### config.mk
export PLATFORM = sky130hd
export DESIGN_NAME = serial_add_order
export DESIGN_NICKNAME = d
export VERILOG_FILES = /design/src/serial_add_pkg.sv /design/src/serial_add_order.sv
export SDC_FILE = /design/constraint.sdc
export NUM_CORES = 1
export LEC_CHECK = 0
export BUFFER_PORTS_ARGS = -buffer_cell sky130_fd_sc_hd__buf_2
export CORE_UTILIZATION = 45
export CTS_CLUSTER_DIAMETER = 120
export DETAILED_ROUTE_END_ITERATION = 12
export SETUP_SLACK_MARGIN = 0.02
export SLEW_MARGIN = 40
export SYNTH_ARGS = -nofsm -noshare
export SYNTH_HDL_FRONTEND = slang
export SYNTH_SLANG_ARGS = --single-unit
### constraint.sdc
create_clock -name clk -period 6.45 [get_ports clk]
set_clock_uncertainty 0.2 [all_clocks]
set_input_delay 1.29 -clock clk [delete_from_list [all_inputs] [get_ports clk]]
set_output_delay 1.29 -clock clk [all_outputs]
set_load 0.02 [all_outputs]
### src/serial_add_pkg.sv
// constants for the serial add order execution block
package serial_add_pkg;
    localparam int          WORD_W      = 42;
    localparam int          PULSE_W     = 6;
    localparam int          SLOT_W      = 4;
    localparam int          LINE_W      = 21;
    localparam logic [5:0]  PULSES      = 6'h2A;
    localparam logic [5:0]  T_FIRST     = 6'h00;
    localparam logic [5:0]  T_LAST      = 6'h29;
    localparam logic [5:0]  T_CLR_CMP   = 6'h01;
    localparam logic [5:0]  T_CLR_RES   = 6'h02;
    localparam logic [5:0]  T_SLOT_STEP = 6'h02;
    localparam logic [5:0]  T_MAG       = 6'h22;
    localparam logic [5:0]  T_SIGN      = 6'h23;
    localparam logic [5:0]  T_CP_FIRST  = 6'h06;
    localparam logic [5:0]  T_CP_LAST   = 6'h23;
    localparam logic [5:0]  CMP_OFS     = 6'h02;
    localparam logic [5:0]  ADD_OFS     = 6'h01;
    localparam logic [5:0]  P_MAG_LO    = 6'h07;
    localparam logic [5:0]  P_MAG_HI    = 6'h24;
    localparam logic [5:0]  P_SIGN      = 6'h25;
    localparam logic [3:0]  SLOT_LAST   = 4'h9;
    localparam int          LN_READ     = 1;
    localparam int          LN_STROBE   = 3;
    localparam int          LN_OPD_IN   = 12;
    localparam int          LN_READ_END = 19;
    localparam int          LN_CMP      = 13;
    localparam int          LN_CMP_AUX  = 16;
    localparam int          LN_ADD_END  = 10;
    localparam int          LN_HOLD_RES = 14;
    localparam int          LN_ADD      = 20;
    localparam logic [4:0]  REG_CTRL    = 5'h00;
    localparam logic [4:0]  REG_STATUS  = 5'h04;
    localparam logic [4:0]  REG_ACC_LO  = 5'h08;
    localparam logic [4:0]  REG_ACC_HI  = 5'h0C;
    localparam logic [4:0]  REG_OPD_LO  = 5'h10;
    localparam logic [4:0]  REG_OPD_HI  = 5'h14;
    localparam logic [4:0]  REG_LINES   = 5'h18;
    localparam int          CTRL_START  = 0;
    localparam int          CTRL_ABORT  = 1;
    localparam int          CTRL_SLOT_LO = 4;
    localparam int          HI_W        = 10;

    typedef enum logic [1:0] {
        PH_ALPHA,
        PH_BETA,
        PH_GAMMA,
        PH_DELTA
    } phase_t;
endpackage
### src/serial_add_order.sv
// execute phase of the bit-serial add order with an avalon register slave
//
// Our own choices: the Avalon-MM register port and the address map.
module serial_add_order (
    input  wire logic                 clk,
    input  wire logic                 rst_n,
    input  wire logic [4:0]           address,
    input  wire logic                 read,
    input  wire logic                 write,
    input  wire logic [3:0]           byteenable,
    input  wire logic [31:0]          writedata,
    output logic      [31:0]          readdata,
    output logic                      waitrequest,
    input  wire logic                 memory_read_line,
    output logic                      word_select,
    output logic                      readout_select_strobe,
    output logic      [20:0]          function_line,
    output logic      [3:0]           word_slot_counter,
    output logic      [5:0]           pulse_source,
    output logic      [1:0]           step_counter,
    output logic      [1:0]           phase_counter,
    output logic                      settle_hold,
    output logic                      overflow_flop
);
    typedef struct packed {
        logic [5:0]                   pulse;
        logic [3:0]                   slot;
        serial_add_pkg::phase_t       phase;
        logic [1:0]                   step;
        logic                         hold;
        logic                         ws;
        logic [3:0]                   addr;
        logic [41:0]                  acc;
        logic [41:0]                  opd;
        logic                         mag_greater;
        logic                         sign_differs;
        logic                         mag_cmp;
        logic                         nonzero;
        logic                         carry;
        logic                         overflow;
        logic                         ack;
        logic [31:0]                  rdata;
    } state_t;
    state_t      cur;
    state_t      next_cur;
    logic [20:0] lines;
    logic        active;
    logic        t0;
    logic        swap_inputs;
    logic        complement_enable;
    logic [5:0]  cmp_pos;
    logic [5:0]  add_pos;
    logic        upper_bit;
    logic        lower_bit;
    logic        carry_in;
    logic        sum_bit;
    logic        carry_out;
    logic        cmp_now;
    logic        idle;
    function automatic logic [20:0] decode_lines(
        serial_add_pkg::phase_t ph,
        logic [1:0]             st
    );
        logic [20:0] v;
        v = '0;
        if (ph == serial_add_pkg::PH_GAMMA) begin
            unique case (st)
                2'h0: begin
                    v[serial_add_pkg::LN_READ]     = 1'b1;
                    v[serial_add_pkg::LN_STROBE]   = 1'b1;
                    v[serial_add_pkg::LN_OPD_IN]   = 1'b1;
                    v[serial_add_pkg::LN_READ_END] = 1'b1;
                end
                2'h1: begin
                    v[serial_add_pkg::LN_CMP]      = 1'b1;
                    v[serial_add_pkg::LN_CMP_AUX]  = 1'b1;
                end
                2'h2: begin
                    v[serial_add_pkg::LN_ADD_END]  = 1'b1;
                    v[serial_add_pkg::LN_HOLD_RES] = 1'b1;
                    v[serial_add_pkg::LN_ADD]      = 1'b1;
                end
                default: v = '0;
            endcase
        end
        return v;
    endfunction
    // position seen at a pulse under a given reference timing
    function automatic logic [5:0] pos_of(logic [5:0] t, logic [5:0] ofs);
        logic [6:0] s;
        s = {1'b0, t} + {1'b0, ofs};
        if (s >= {1'b0, serial_add_pkg::PULSES}) begin
            s = s - {1'b0, serial_add_pkg::PULSES};
        end
        return s[5:0];
    endfunction
    function automatic logic [31:0] merge_be(
        logic [31:0] old,
        logic [31:0] data,
        logic [3:0]  be
    );
        logic [31:0] v;
        v = old;
        for (int i = 0; i < 4; i++) begin
            if (be[i]) begin
                v[i*8 +: 8] = data[i*8 +: 8];
            end
        end
        return v;
    endfunction
    always_comb begin
        next_cur    = cur;
        lines       = decode_lines(cur.phase, cur.step);
        t0          = (cur.pulse == serial_add_pkg::T_FIRST);
        idle        = (cur.phase != serial_add_pkg::PH_GAMMA);
        active      = !idle && !cur.hold;
        cmp_pos     = pos_of(cur.pulse, serial_add_pkg::CMP_OFS);
        add_pos     = pos_of(cur.pulse, serial_add_pkg::ADD_OFS);
        // complement from line 20 and sign-differs
        complement_enable = lines[serial_add_pkg::LN_ADD] && cur.sign_differs;
        swap_inputs = lines[serial_add_pkg::LN_HOLD_RES] && !cur.mag_greater;
        upper_bit   = swap_inputs ? cur.opd[add_pos] : cur.acc[add_pos];
        lower_bit   = swap_inputs ? cur.acc[add_pos] : cur.opd[add_pos];
        if (add_pos == serial_add_pkg::P_SIGN) begin
            lower_bit = 1'b0;
        end
        if (complement_enable && cur.pulse >= serial_add_pkg::T_CP_FIRST
                && cur.pulse <= serial_add_pkg::T_CP_LAST) begin
            lower_bit = !lower_bit;
        end
        // carry delayed one pulse, plus injected carry
        carry_in = cur.carry;
        if (complement_enable && cur.pulse == serial_add_pkg::T_CP_FIRST) begin
            carry_in = 1'b1;
        end
        sum_bit   = upper_bit ^ lower_bit ^ carry_in;
        carry_out = (upper_bit & lower_bit)
                    | (carry_in & (upper_bit ^ lower_bit));
        cmp_now   = cur.mag_cmp;
        if (cmp_pos <= serial_add_pkg::P_MAG_HI
                && cur.acc[cmp_pos] != cur.opd[cmp_pos]) begin
            cmp_now = cur.acc[cmp_pos];
        end
        // 42 pulse times per minor cycle
        next_cur.pulse = (cur.pulse == serial_add_pkg::T_LAST) ?
                         serial_add_pkg::T_FIRST : cur.pulse + 6'h01;
        // slot advances on t2, modulo ten
        if (cur.pulse == serial_add_pkg::T_SLOT_STEP) begin
            next_cur.slot = (cur.slot == serial_add_pkg::SLOT_LAST) ?
                            4'h0 : cur.slot + 4'h1;
        end
        // settle hold lasts until the next t0; overflow freezes it
        if (t0 && cur.hold && !idle && !cur.overflow) begin
            next_cur.hold = 1'b0;
        end
        // step 0: read the addressed word into the operand
        if (cur.step == 2'h0 && active) begin
            // slot match sets word select at t0
            if (t0 && !cur.ws && lines[serial_add_pkg::LN_READ]
                    && cur.slot == cur.addr) begin
                next_cur.ws = 1'b1;
            end
            // following t0 closes the read step
            if (t0 && cur.ws && lines[serial_add_pkg::LN_READ_END]) begin
                next_cur.step = 2'h1;
                next_cur.hold = 1'b1;
                next_cur.ws   = 1'b0;
            end
        end
        // operand input open during word select
        // position 0 arrives last, at the t0 that closes the read
        if (cur.ws && lines[serial_add_pkg::LN_OPD_IN]) begin
            next_cur.opd[cur.pulse] = memory_read_line;
        end
        // step 1: compare signs and magnitudes
        if (active && lines[serial_add_pkg::LN_CMP]) begin
            next_cur.mag_cmp = cmp_now;
            if (cur.pulse == serial_add_pkg::T_CLR_CMP) begin
                next_cur.mag_cmp = 1'b0;
                next_cur.nonzero = 1'b0;
            end
            // t2 clears both results, line 14 blocks it
            if (cur.pulse == serial_add_pkg::T_CLR_RES
                    && !lines[serial_add_pkg::LN_HOLD_RES]) begin
                next_cur.sign_differs = 1'b0;
                next_cur.mag_greater  = 1'b0;
            end
            if (cur.pulse == serial_add_pkg::T_MAG && cmp_now) begin
                next_cur.mag_greater = 1'b1;
            end
            // half adder on sign position at t35
            if (cur.pulse == serial_add_pkg::T_SIGN
                    && (cur.acc[serial_add_pkg::P_SIGN]
                        ^ cur.opd[serial_add_pkg::P_SIGN])) begin
                next_cur.sign_differs = 1'b1;
            end
            // end compare at next t0, no word select needed
            if (t0) begin
                next_cur.step = 2'h2;
                next_cur.hold = 1'b1;
            end
        end
        // step 2: serial add into the accumulator
        if (active && lines[serial_add_pkg::LN_ADD]) begin
            next_cur.carry = carry_out;
            if (add_pos >= serial_add_pkg::P_MAG_LO
                    && add_pos <= serial_add_pkg::P_MAG_HI) begin
                next_cur.acc[add_pos] = sum_bit;
                if (sum_bit) begin
                    next_cur.nonzero = 1'b1;
                end
            end
            if (add_pos == serial_add_pkg::P_MAG_HI) begin
                // carry past the magnitude never reaches the sign
                next_cur.carry = 1'b0;
                if (carry_out && !complement_enable) begin
                    next_cur.overflow = 1'b1;
                end
            end
            // zero magnitude always takes plus sign
            if (add_pos == serial_add_pkg::P_SIGN) begin
                next_cur.acc[add_pos] = sum_bit & cur.nonzero;
            end
            if (t0) begin
                next_cur.carry   = 1'b0;
                next_cur.nonzero = 1'b0;
            end
            // line 10 passes t0 as the ending pulse
            if (t0 && lines[serial_add_pkg::LN_ADD_END]) begin
                next_cur.hold  = 1'b1;
                next_cur.step  = 2'h0;
                next_cur.phase = serial_add_pkg::PH_ALPHA;
            end
        end
        // register slave: one wait cycle, then the answer
        next_cur.ack = (read || write) && !cur.ack;
        if (read && !cur.ack) begin
            unique case (address)
                serial_add_pkg::REG_CTRL:
                    next_cur.rdata = {24'h000000, cur.addr, 4'h0};
                serial_add_pkg::REG_STATUS:
                    next_cur.rdata = {13'h0000, cur.pulse, cur.slot,
                                      cur.overflow, cur.sign_differs,
                                      cur.mag_greater, cur.ws, cur.hold,
                                      cur.step, cur.phase};
                serial_add_pkg::REG_ACC_LO:
                    next_cur.rdata = cur.acc[31:0];
                serial_add_pkg::REG_ACC_HI:
                    next_cur.rdata = {22'h000000, cur.acc[41:32]};
                serial_add_pkg::REG_OPD_LO:
                    next_cur.rdata = cur.opd[31:0];
                serial_add_pkg::REG_OPD_HI:
                    next_cur.rdata = {22'h000000, cur.opd[41:32]};
                serial_add_pkg::REG_LINES:
                    next_cur.rdata = {11'h000, lines};
                default:
                    next_cur.rdata = 32'h00000000;
            endcase
        end
        if (write && cur.ack) begin
            // accumulator is only writable between orders
            if (address == serial_add_pkg::REG_ACC_LO && idle) begin
                next_cur.acc[31:0] = merge_be(cur.acc[31:0], writedata,
                                              byteenable);
            end
            if (address == serial_add_pkg::REG_ACC_HI && idle
                    && byteenable[0]) begin
                next_cur.acc[41:32] = writedata[serial_add_pkg::HI_W-1:0];
            end
            if (address == serial_add_pkg::REG_CTRL && byteenable[0]) begin
                if (writedata[serial_add_pkg::CTRL_START]
                        && (idle || cur.overflow)) begin
                    next_cur.phase    = serial_add_pkg::PH_GAMMA;
                    next_cur.step     = 2'h0;
                    next_cur.hold     = 1'b1;
                    next_cur.ws       = 1'b0;
                    next_cur.overflow = 1'b0;
                    next_cur.addr     =
                        writedata[serial_add_pkg::CTRL_SLOT_LO +: 4];
                end else if (writedata[serial_add_pkg::CTRL_ABORT]) begin
                    next_cur.phase    = serial_add_pkg::PH_ALPHA;
                    next_cur.step     = 2'h0;
                    next_cur.hold     = 1'b1;
                    next_cur.ws       = 1'b0;
                end
            end
        end
    end
    always_ff @(posedge clk) begin
        if (!rst_n) begin
            cur       <= '0;
            cur.phase <= serial_add_pkg::PH_ALPHA;
            cur.hold  <= 1'b1;
        end else begin
            cur <= next_cur;
        end
    end
    assign readdata              = cur.rdata;
    assign waitrequest           = (read || write) && !cur.ack;
    assign word_select           = cur.ws;
    // read-out strobe from word select and line 3
    assign readout_select_strobe = cur.ws && lines[serial_add_pkg::LN_STROBE];
    assign function_line         = lines;
    assign word_slot_counter     = cur.slot;
    assign pulse_source          = cur.pulse;
    assign step_counter          = cur.step;
    assign phase_counter         = cur.phase;
    assign settle_hold           = cur.hold;
    assign overflow_flop         = cur.overflow;
endmodule

# Word-level counts from Yosys, hierarchy flattened
# Cells that the tools add are included.
dict set report totals {
  regBits 143
  out_inout_bits 72
}
dict set report op_classes {
  addsub 6
  n_lt_le_gt_ge 12
  eq_ne 25
  mux 66
  n_bitwise 8
  n_reduce_logical 56
}
# operator count
set ops {}
lappend ops {{$pmux 32 s7} 1}
lappend ops {{$mux 42} 4}
lappend ops {{$bwmux 42} 3}
lappend ops {{$mux 52} 1}
lappend ops {{$logic_and 1x1->1} 36}
lappend ops {{$mux 32} 1}
lappend ops {{$mux 8} 4}
lappend ops {{$eq 6x6->1 const B} 5}
lappend ops {{$mux 1} 26}
lappend ops {{$bmux 1 s6} 4}
lappend ops {{$mux 6} 4}
lappend ops {{$lt 6x7->1 const B} 3}
lappend ops {{$mux 21} 1}
lappend ops {{$mux 10} 2}
lappend ops {{$le 6x6->1 const B} 3}
lappend ops {{$mux 4} 4}
lappend ops {{$eq 5x5->1 const B} 3}
lappend ops {{$ge 7x6->1 const B} 2}
lappend ops {{$demux 1 s6} 2}
lappend ops {{$ge 6x1->1 const B} 2}
lappend ops {{$ge 6x3->1 const B} 2}
lappend ops {{$ne 3x3->1 const B} 4}
lappend ops {{$sub 6x6->6 const B} 2}
lappend ops {{$eq 5x4->1 const B} 2}
lappend ops {{other kinds (30)} 52}

# Longest topological paths before layout
dict set report logic_depth {
  word_depth 20
  depth_mapped 27
}

# Worst setup path before layout
# OpenSTA, ideal clock, no wires.
dict set report synth_timing {
  path_kind {register -> register}
  startpoint {register cur (netlist bit pulse_source[0])}
  endpoint {register cur[104] (netlist bit)}
  arrival_time_ns 5.545
  t_required_ns 6.164
  path_slack_ns 0.619
  path_stages_with_launch 27
  cell_sequence {dfxtp_1 -> clkinv_1 -> clkbuf_1 -> clkbuf_1 -> ha_1 -> clkbuf_1 -> inv_1 -> ha_1 -> clkbuf_1 -> o21ai_0 -> a21oi_1 -> o21ai_1 -> mux2i_1 -> buf_2 -> o22ai_1 -> o31ai_1 -> o2111ai_1 -> a21oi_1 -> a31oi_1 -> xor2_1 -> fa_1 -> o21ai_0 -> o21ai_1 -> buf_2 -> buf_2 -> mux2i_1 -> a211oi_1}
}
dict set report synth_between {
  elab_chain_len 19
}
# item line
set synth_rtl {}
lappend synth_rtl {{start: declaration} serial_add_order.sv:44} ;# state_t cur;
lappend synth_rtl {{start signal: assignment} serial_add_order.sv:295} ;# cur <= next_cur;
lappend synth_rtl {{$add 6x1->7 (*)} serial_add_order.sv:91} ;# s = {1'b0, t} + {1'b0, ofs};
lappend synth_rtl {{$sub 6x6->6 or $ge 7x6->1 (tied branches)} {serial_add_order.sv:93, serial_add_order.sv:92}}
lappend synth_rtl {{$mux 6 (*)} serial_add_order.sv:92} ;# if (s >= {1'b0, serial_add_pkg::PULSES}) begin
lappend synth_rtl {{via add_pos[0]} serial_add_order.sv:52} ;# logic [5:0] add_pos;
lappend synth_rtl {{$bmux 1 s6} {serial_add_order.sv:122, serial_add_order.sv:123}}
lappend synth_rtl {{$mux 1 (not written as such)} {serial_add_order.sv:122, serial_add_order.sv:123}}
lappend synth_rtl {{$mux 1} serial_add_order.sv:123} ;# lower_bit = swap_inputs ? cur.acc[add_pos] : cur.opd[add_pos];
lappend synth_rtl {{$mux 1} serial_add_order.sv:124} ;# if (add_pos == serial_add_pkg::P_SIGN) begin
lappend synth_rtl {{[4 not listed]} --}
lappend synth_rtl {{$bwmux 42} serial_add_order.sv:208} ;# next_cur.acc[add_pos] = sum_bit;
lappend synth_rtl {{$mux 42} serial_add_order.sv:206} ;# if (add_pos >= serial_add_pkg::P_MAG_LO
lappend synth_rtl {{$mux 42} serial_add_order.sv:204} ;# if (active && lines[serial_add_pkg::LN_ADD]) begin
lappend synth_rtl {{$bwmux 42} serial_add_order.sv:222} ;# next_cur.acc[add_pos] = sum_bit & cur.nonzero;
lappend synth_rtl {{$mux 42 (*)} serial_add_order.sv:221} ;# if (add_pos == serial_add_pkg::P_SIGN) begin
lappend synth_rtl {{$mux 42 (*)} serial_add_order.sv:204}
lappend synth_rtl {{$mux 32} serial_add_order.sv:262} ;# if (address == serial_add_pkg::REG_ACC_LO && idle) begin
lappend synth_rtl {{$mux 52 (*)} serial_add_order.sv:260} ;# if (write && cur.ack) begin
# The timed path passes the listed nets; every way through them passes the cells marked *. The select of a mux whose other input is x is not followed.
# A chain may end at the register's enable or synchronous reset.

# Final worst setup path
dict set report layout_timing {
  startpoint {register cur (netlist bit pulse_source[0])}
  endpoint {register cur[99] (netlist bit)}
}
dict set report layout_between {
  elab_chain_len 19
}
# item line
set layout_rtl {}
lappend layout_rtl {{$add 6x1->7} serial_add_order.sv:91}
lappend layout_rtl {{$sub 6x6->6 or $ge 7x6->1 (tied branches)} {serial_add_order.sv:93, serial_add_order.sv:92}}
lappend layout_rtl {{$mux 6} serial_add_order.sv:92}
lappend layout_rtl {{$bmux 1 s6} {serial_add_order.sv:122, serial_add_order.sv:123}}
lappend layout_rtl {{$mux 1 (not written as such)} {serial_add_order.sv:122, serial_add_order.sv:123}}
lappend layout_rtl {{$mux 1} serial_add_order.sv:123}
lappend layout_rtl {{$mux 1} serial_add_order.sv:124}
lappend layout_rtl {{$logic_not 1->1} serial_add_order.sv:129} ;# lower_bit = !lower_bit;
lappend layout_rtl {{[3 not listed]} --}
lappend layout_rtl {{$bwmux 42} serial_add_order.sv:208}
lappend layout_rtl {{$mux 42} serial_add_order.sv:206}
lappend layout_rtl {{$mux 42} serial_add_order.sv:204}
lappend layout_rtl {{$bwmux 42} serial_add_order.sv:222}
lappend layout_rtl {{$mux 42 (*)} serial_add_order.sv:221}
lappend layout_rtl {{$mux 42 (*)} serial_add_order.sv:204}
lappend layout_rtl {{$mux 32} serial_add_order.sv:262}
lappend layout_rtl {{$mux 52 (*)} serial_add_order.sv:260}
# Every way passes the cells marked *; elsewhere a longest branch is shown, timed or not. The select of a mux whose other input is x is not followed.

==> metrics.yaml <==
status:
  status: "complete, no violations"
logic_synthesis:
  synthArstFlopShare: 0
  synth-xor-area-share: 0.0188
  synth_compound_area_frac: 0.251
  synth.avg_cell_area_um2: 7.78
  synthSimpleGateAreaFrac: 0.216
  synth-seq-cells: 143
  synthMuxAreaShare: 0.136
  synth_area_leader_cell: "dfxtp_1"
  ys_seq_area_frac: 0.270
  synthCells: 1361
  synth_top_family_by_area: "compound AO/OA/AOI/OAI gates"
  syn_area_mm2: 0.0106
  yosysWarnings: 0
  synth_edf_count: 0
  synthFlopType: "dfxtp_1"
  synth_fa_ha_area_frac: 0.0137
  ys_top_cells_by_area: "dfxtp_1 (27%), mux2i_1 (6.2%), a21oi_1 (5.3%)"
  synth_commonest_cells: "dfxtp_1 (143), nand2_1 (141), nor2_1 (126)"
  synth_cell_types: 85
  yosysMostFrequentCell: "dfxtp_1"
  yosys.area.top_type_share: 0.270
floorplan:
  die_x_um: 155
  die_h_um: 155
  dieArea_mm2: 0.0241
  core.rowCount: 55
  fp.coreArea_mm2: 0.0228
  num_io_pins: 118
  start_util: 0.463
timing:
  hold_slack_ps: 276
  grt_setup_unrepaired: "false"
  fin_crit_sh: 0.940
  fmax_mhz: 165
  min_period_ps: 6060
  finalHoldViolations: 0
  maxSlewHeadroom: 0.380
  slew_violations: 0
  setup_viol_count_final: 0
  setup_ws_ps: 387
  tns_ps: 0
  tightest_slew_ps: 923
clock_network:
  cts.sink_count: 143
  postCtsSetupRepairBufs: 0
  ctsResizeCount: 0
  ctsHoldBuffers: 0
  cts.htree.levels: 4
  numCtsBuffers: 17
  cts_tree: "yes"
  cts_buffer_depth: 2
  root_buffer: "clkbuf_16"
  clk_pin_slew_ps: 70
  worstSkewPairLatency_ps: 440
detailed_routing:
  met2_wirelength_mm: 18.1
  dr.max_layer_used: "met4"
  wl_met1_mm: 17.8
  drc: 0
  wire_per_inst_um: 24.7
  wirelength_mm: 41.7
  dr_wl_met3_mm: 3.94
  via_count: 11038
  viasPerCell: 6.54
  drt_pass1_iterations: 7
  drt_iter0_drc: 1420
  postRouteAntennaNets: 0
cells_and_area:
  fin_util: 0.504
  syn2layout_area_growth_pct: 8.71
  drive_above_1_share: 0.180
  final_net_count: 1418
  antenna_cells: 0
power:
  switchingPower_w: 0.000737
  leakage_nw: 4.14
  clkPwrFrac: 0.440
  swShare: 0.326
  internal_power_w: 0.00152
  power_density_mw_per_mm2: 197
  p_seq_frac: 0.395
  power_w: 0.00226
  ir_drop_mv: 0.132
  power.share.combinational: 0.165
setup_path:
  crit_required_ps: 6570
  crit_fanout: 29
  crit_path_end_kind: "register"
  arrival_ps: 6190
  cp_slowest_cell: "o41ai_1"
  crit_chain: "buf_4 -> clkinv_1 -> ha_1 -> inv_1 -> ha_1 -> o21ai_0 -> a21oi_1 -> o21ai_1 -> mux2i_1 -> buf_4 -> nor3_1 -> o41ai_1 -> o2111ai_1 -> a21oi_1 -> a31oi_1 -> xor2_1 -> fa_1 -> o21ai_0 -> o21ai_2 -> buf_4 -> nand3_1 -> a311oi_1"
  path_common_cell: "buf_4"
  crit_type: "register to register"
  crit_path_start_kind: "register"
  slowest_delay_ps: 540
global_route:
  antenna_found_initial: 0
  grt_pass1_wl_mm: 62.9
  grt-ovfl-total: 0
  grt_pass1_vias: 9991
  grt_max_degree: 72
  grtUsageTotal: 0.346
placement:
  globalplace.congestion: 0.992
  io_buffers: 105
  hpwl_mm: 30.3
  pre_cts_slack_ps: 549
hold_path:
  hp-class: "register to register"
flow_run:
  cap_violations: 0
==> sequential cells by signal, summed over array words and instances (netlist names) <==
register	cells
cur	94
overflow_flop	1
phase_counter	2
pulse_source	6
readdata	32
settle_hold	1
step_counter	2
word_select	1
word_slot_counter	4
==> worst paths after layout <==
check	startpoint	endpoint	slack [ps]	cells past startpoint
setup / recovery	pulse_source[0]	cur[99]	390	22
setup reg to reg	pulse_source[0]	cur[99]	390	22
hold reg to reg	cur[34]	cur[34]	280	2
hold / removal	cur[34]	cur[34]	280	2
==> layer usage <==
layer	vias to the layer above	track usage
li1	4937	-
met1	5313	0.477
met2	669	0.522
met3	119	0.0624
met4	0	0.163
met5	-	0
==> cell families after synthesis <==
| group | count (synthesis) |
|---|---|
| AOI/OAI and AO/OA | 398 |
| muxes | 118 |
| xor gates and xnor gates | 21 |
| other | 1 |
| adders and majority gates | 11 |
| and+or+nand+nor | 485 |
| buffers and inverters | 184 |
| DFF | 143 |
==> power groups by stage <==
| stage | Combinational, W | Clock, W | Sequential [W] |
|---|---|---|---|
| global placement | 0.000356 | 0 | 0.000913 |
| finish | 0.000373 | 0.000996 | 0.000892 |
| CTS | 0.000359 | 0.00100 | 0.000892 |
| floorplan | 0.000249 | 0 | 0.000912 |
| global route | 0.000393 | 0.00104 | 0.000892 |
| detailed placement | 0.000358 | 0 | 0.000913 |
==> through the flow <==
stage / instance area, um2 / std cells
floorplan: 10600 / 1372
global placement: 10900 / 1655
detailed placement: 10900 / 1655
CTS: 11500 / 1687
global route: 11500 / 1687
finish: 11500 / 1687
==> critical path: cells and delay by family (launching register included) <==
| kind | cells | cell delay [ps] |
|---|---|---|
| and+or+nand+nor | 2 | 190 |
| DFF | 1 | 340 |
| buffers and inverters | 5 | 1170 |
| adders and majority gates | 3 | 1150 |
| AOI/OAI and AO/OA | 10 | 2450 |
| xor gates and xnor gates | 1 | 180 |
| muxes | 1 | 230 |
==> layout make-up <==
class                           instances  area (um2)
Clock inverter                         14         139
Multi-Input combinational cell       1045        6840
Sequential cell                       143        2870
Timing Repair Buffer                  137         766
Clock buffer                           18         439
Tap cell                              313         392
Fill cell                            2319       11300
Inverter                               17        65.1
==> layout by cell type, fill, tap and decap left out, types with 24 or more instances in the layout <==
cell / count
nor3_1: 24
nand2_1: 140
a22oi_1: 34
nor2b_1: 37
mux2i_1: 66
nand3_1: 64
a21oi_1: 112
buf_4: 32
nor2_1: 122
dfxtp_1: 142
mux2_2: 33
buf_2: 105
a211oi_1: 48
o21ai_0: 73
No activity file was read; power rests on OpenSTA's default activity.
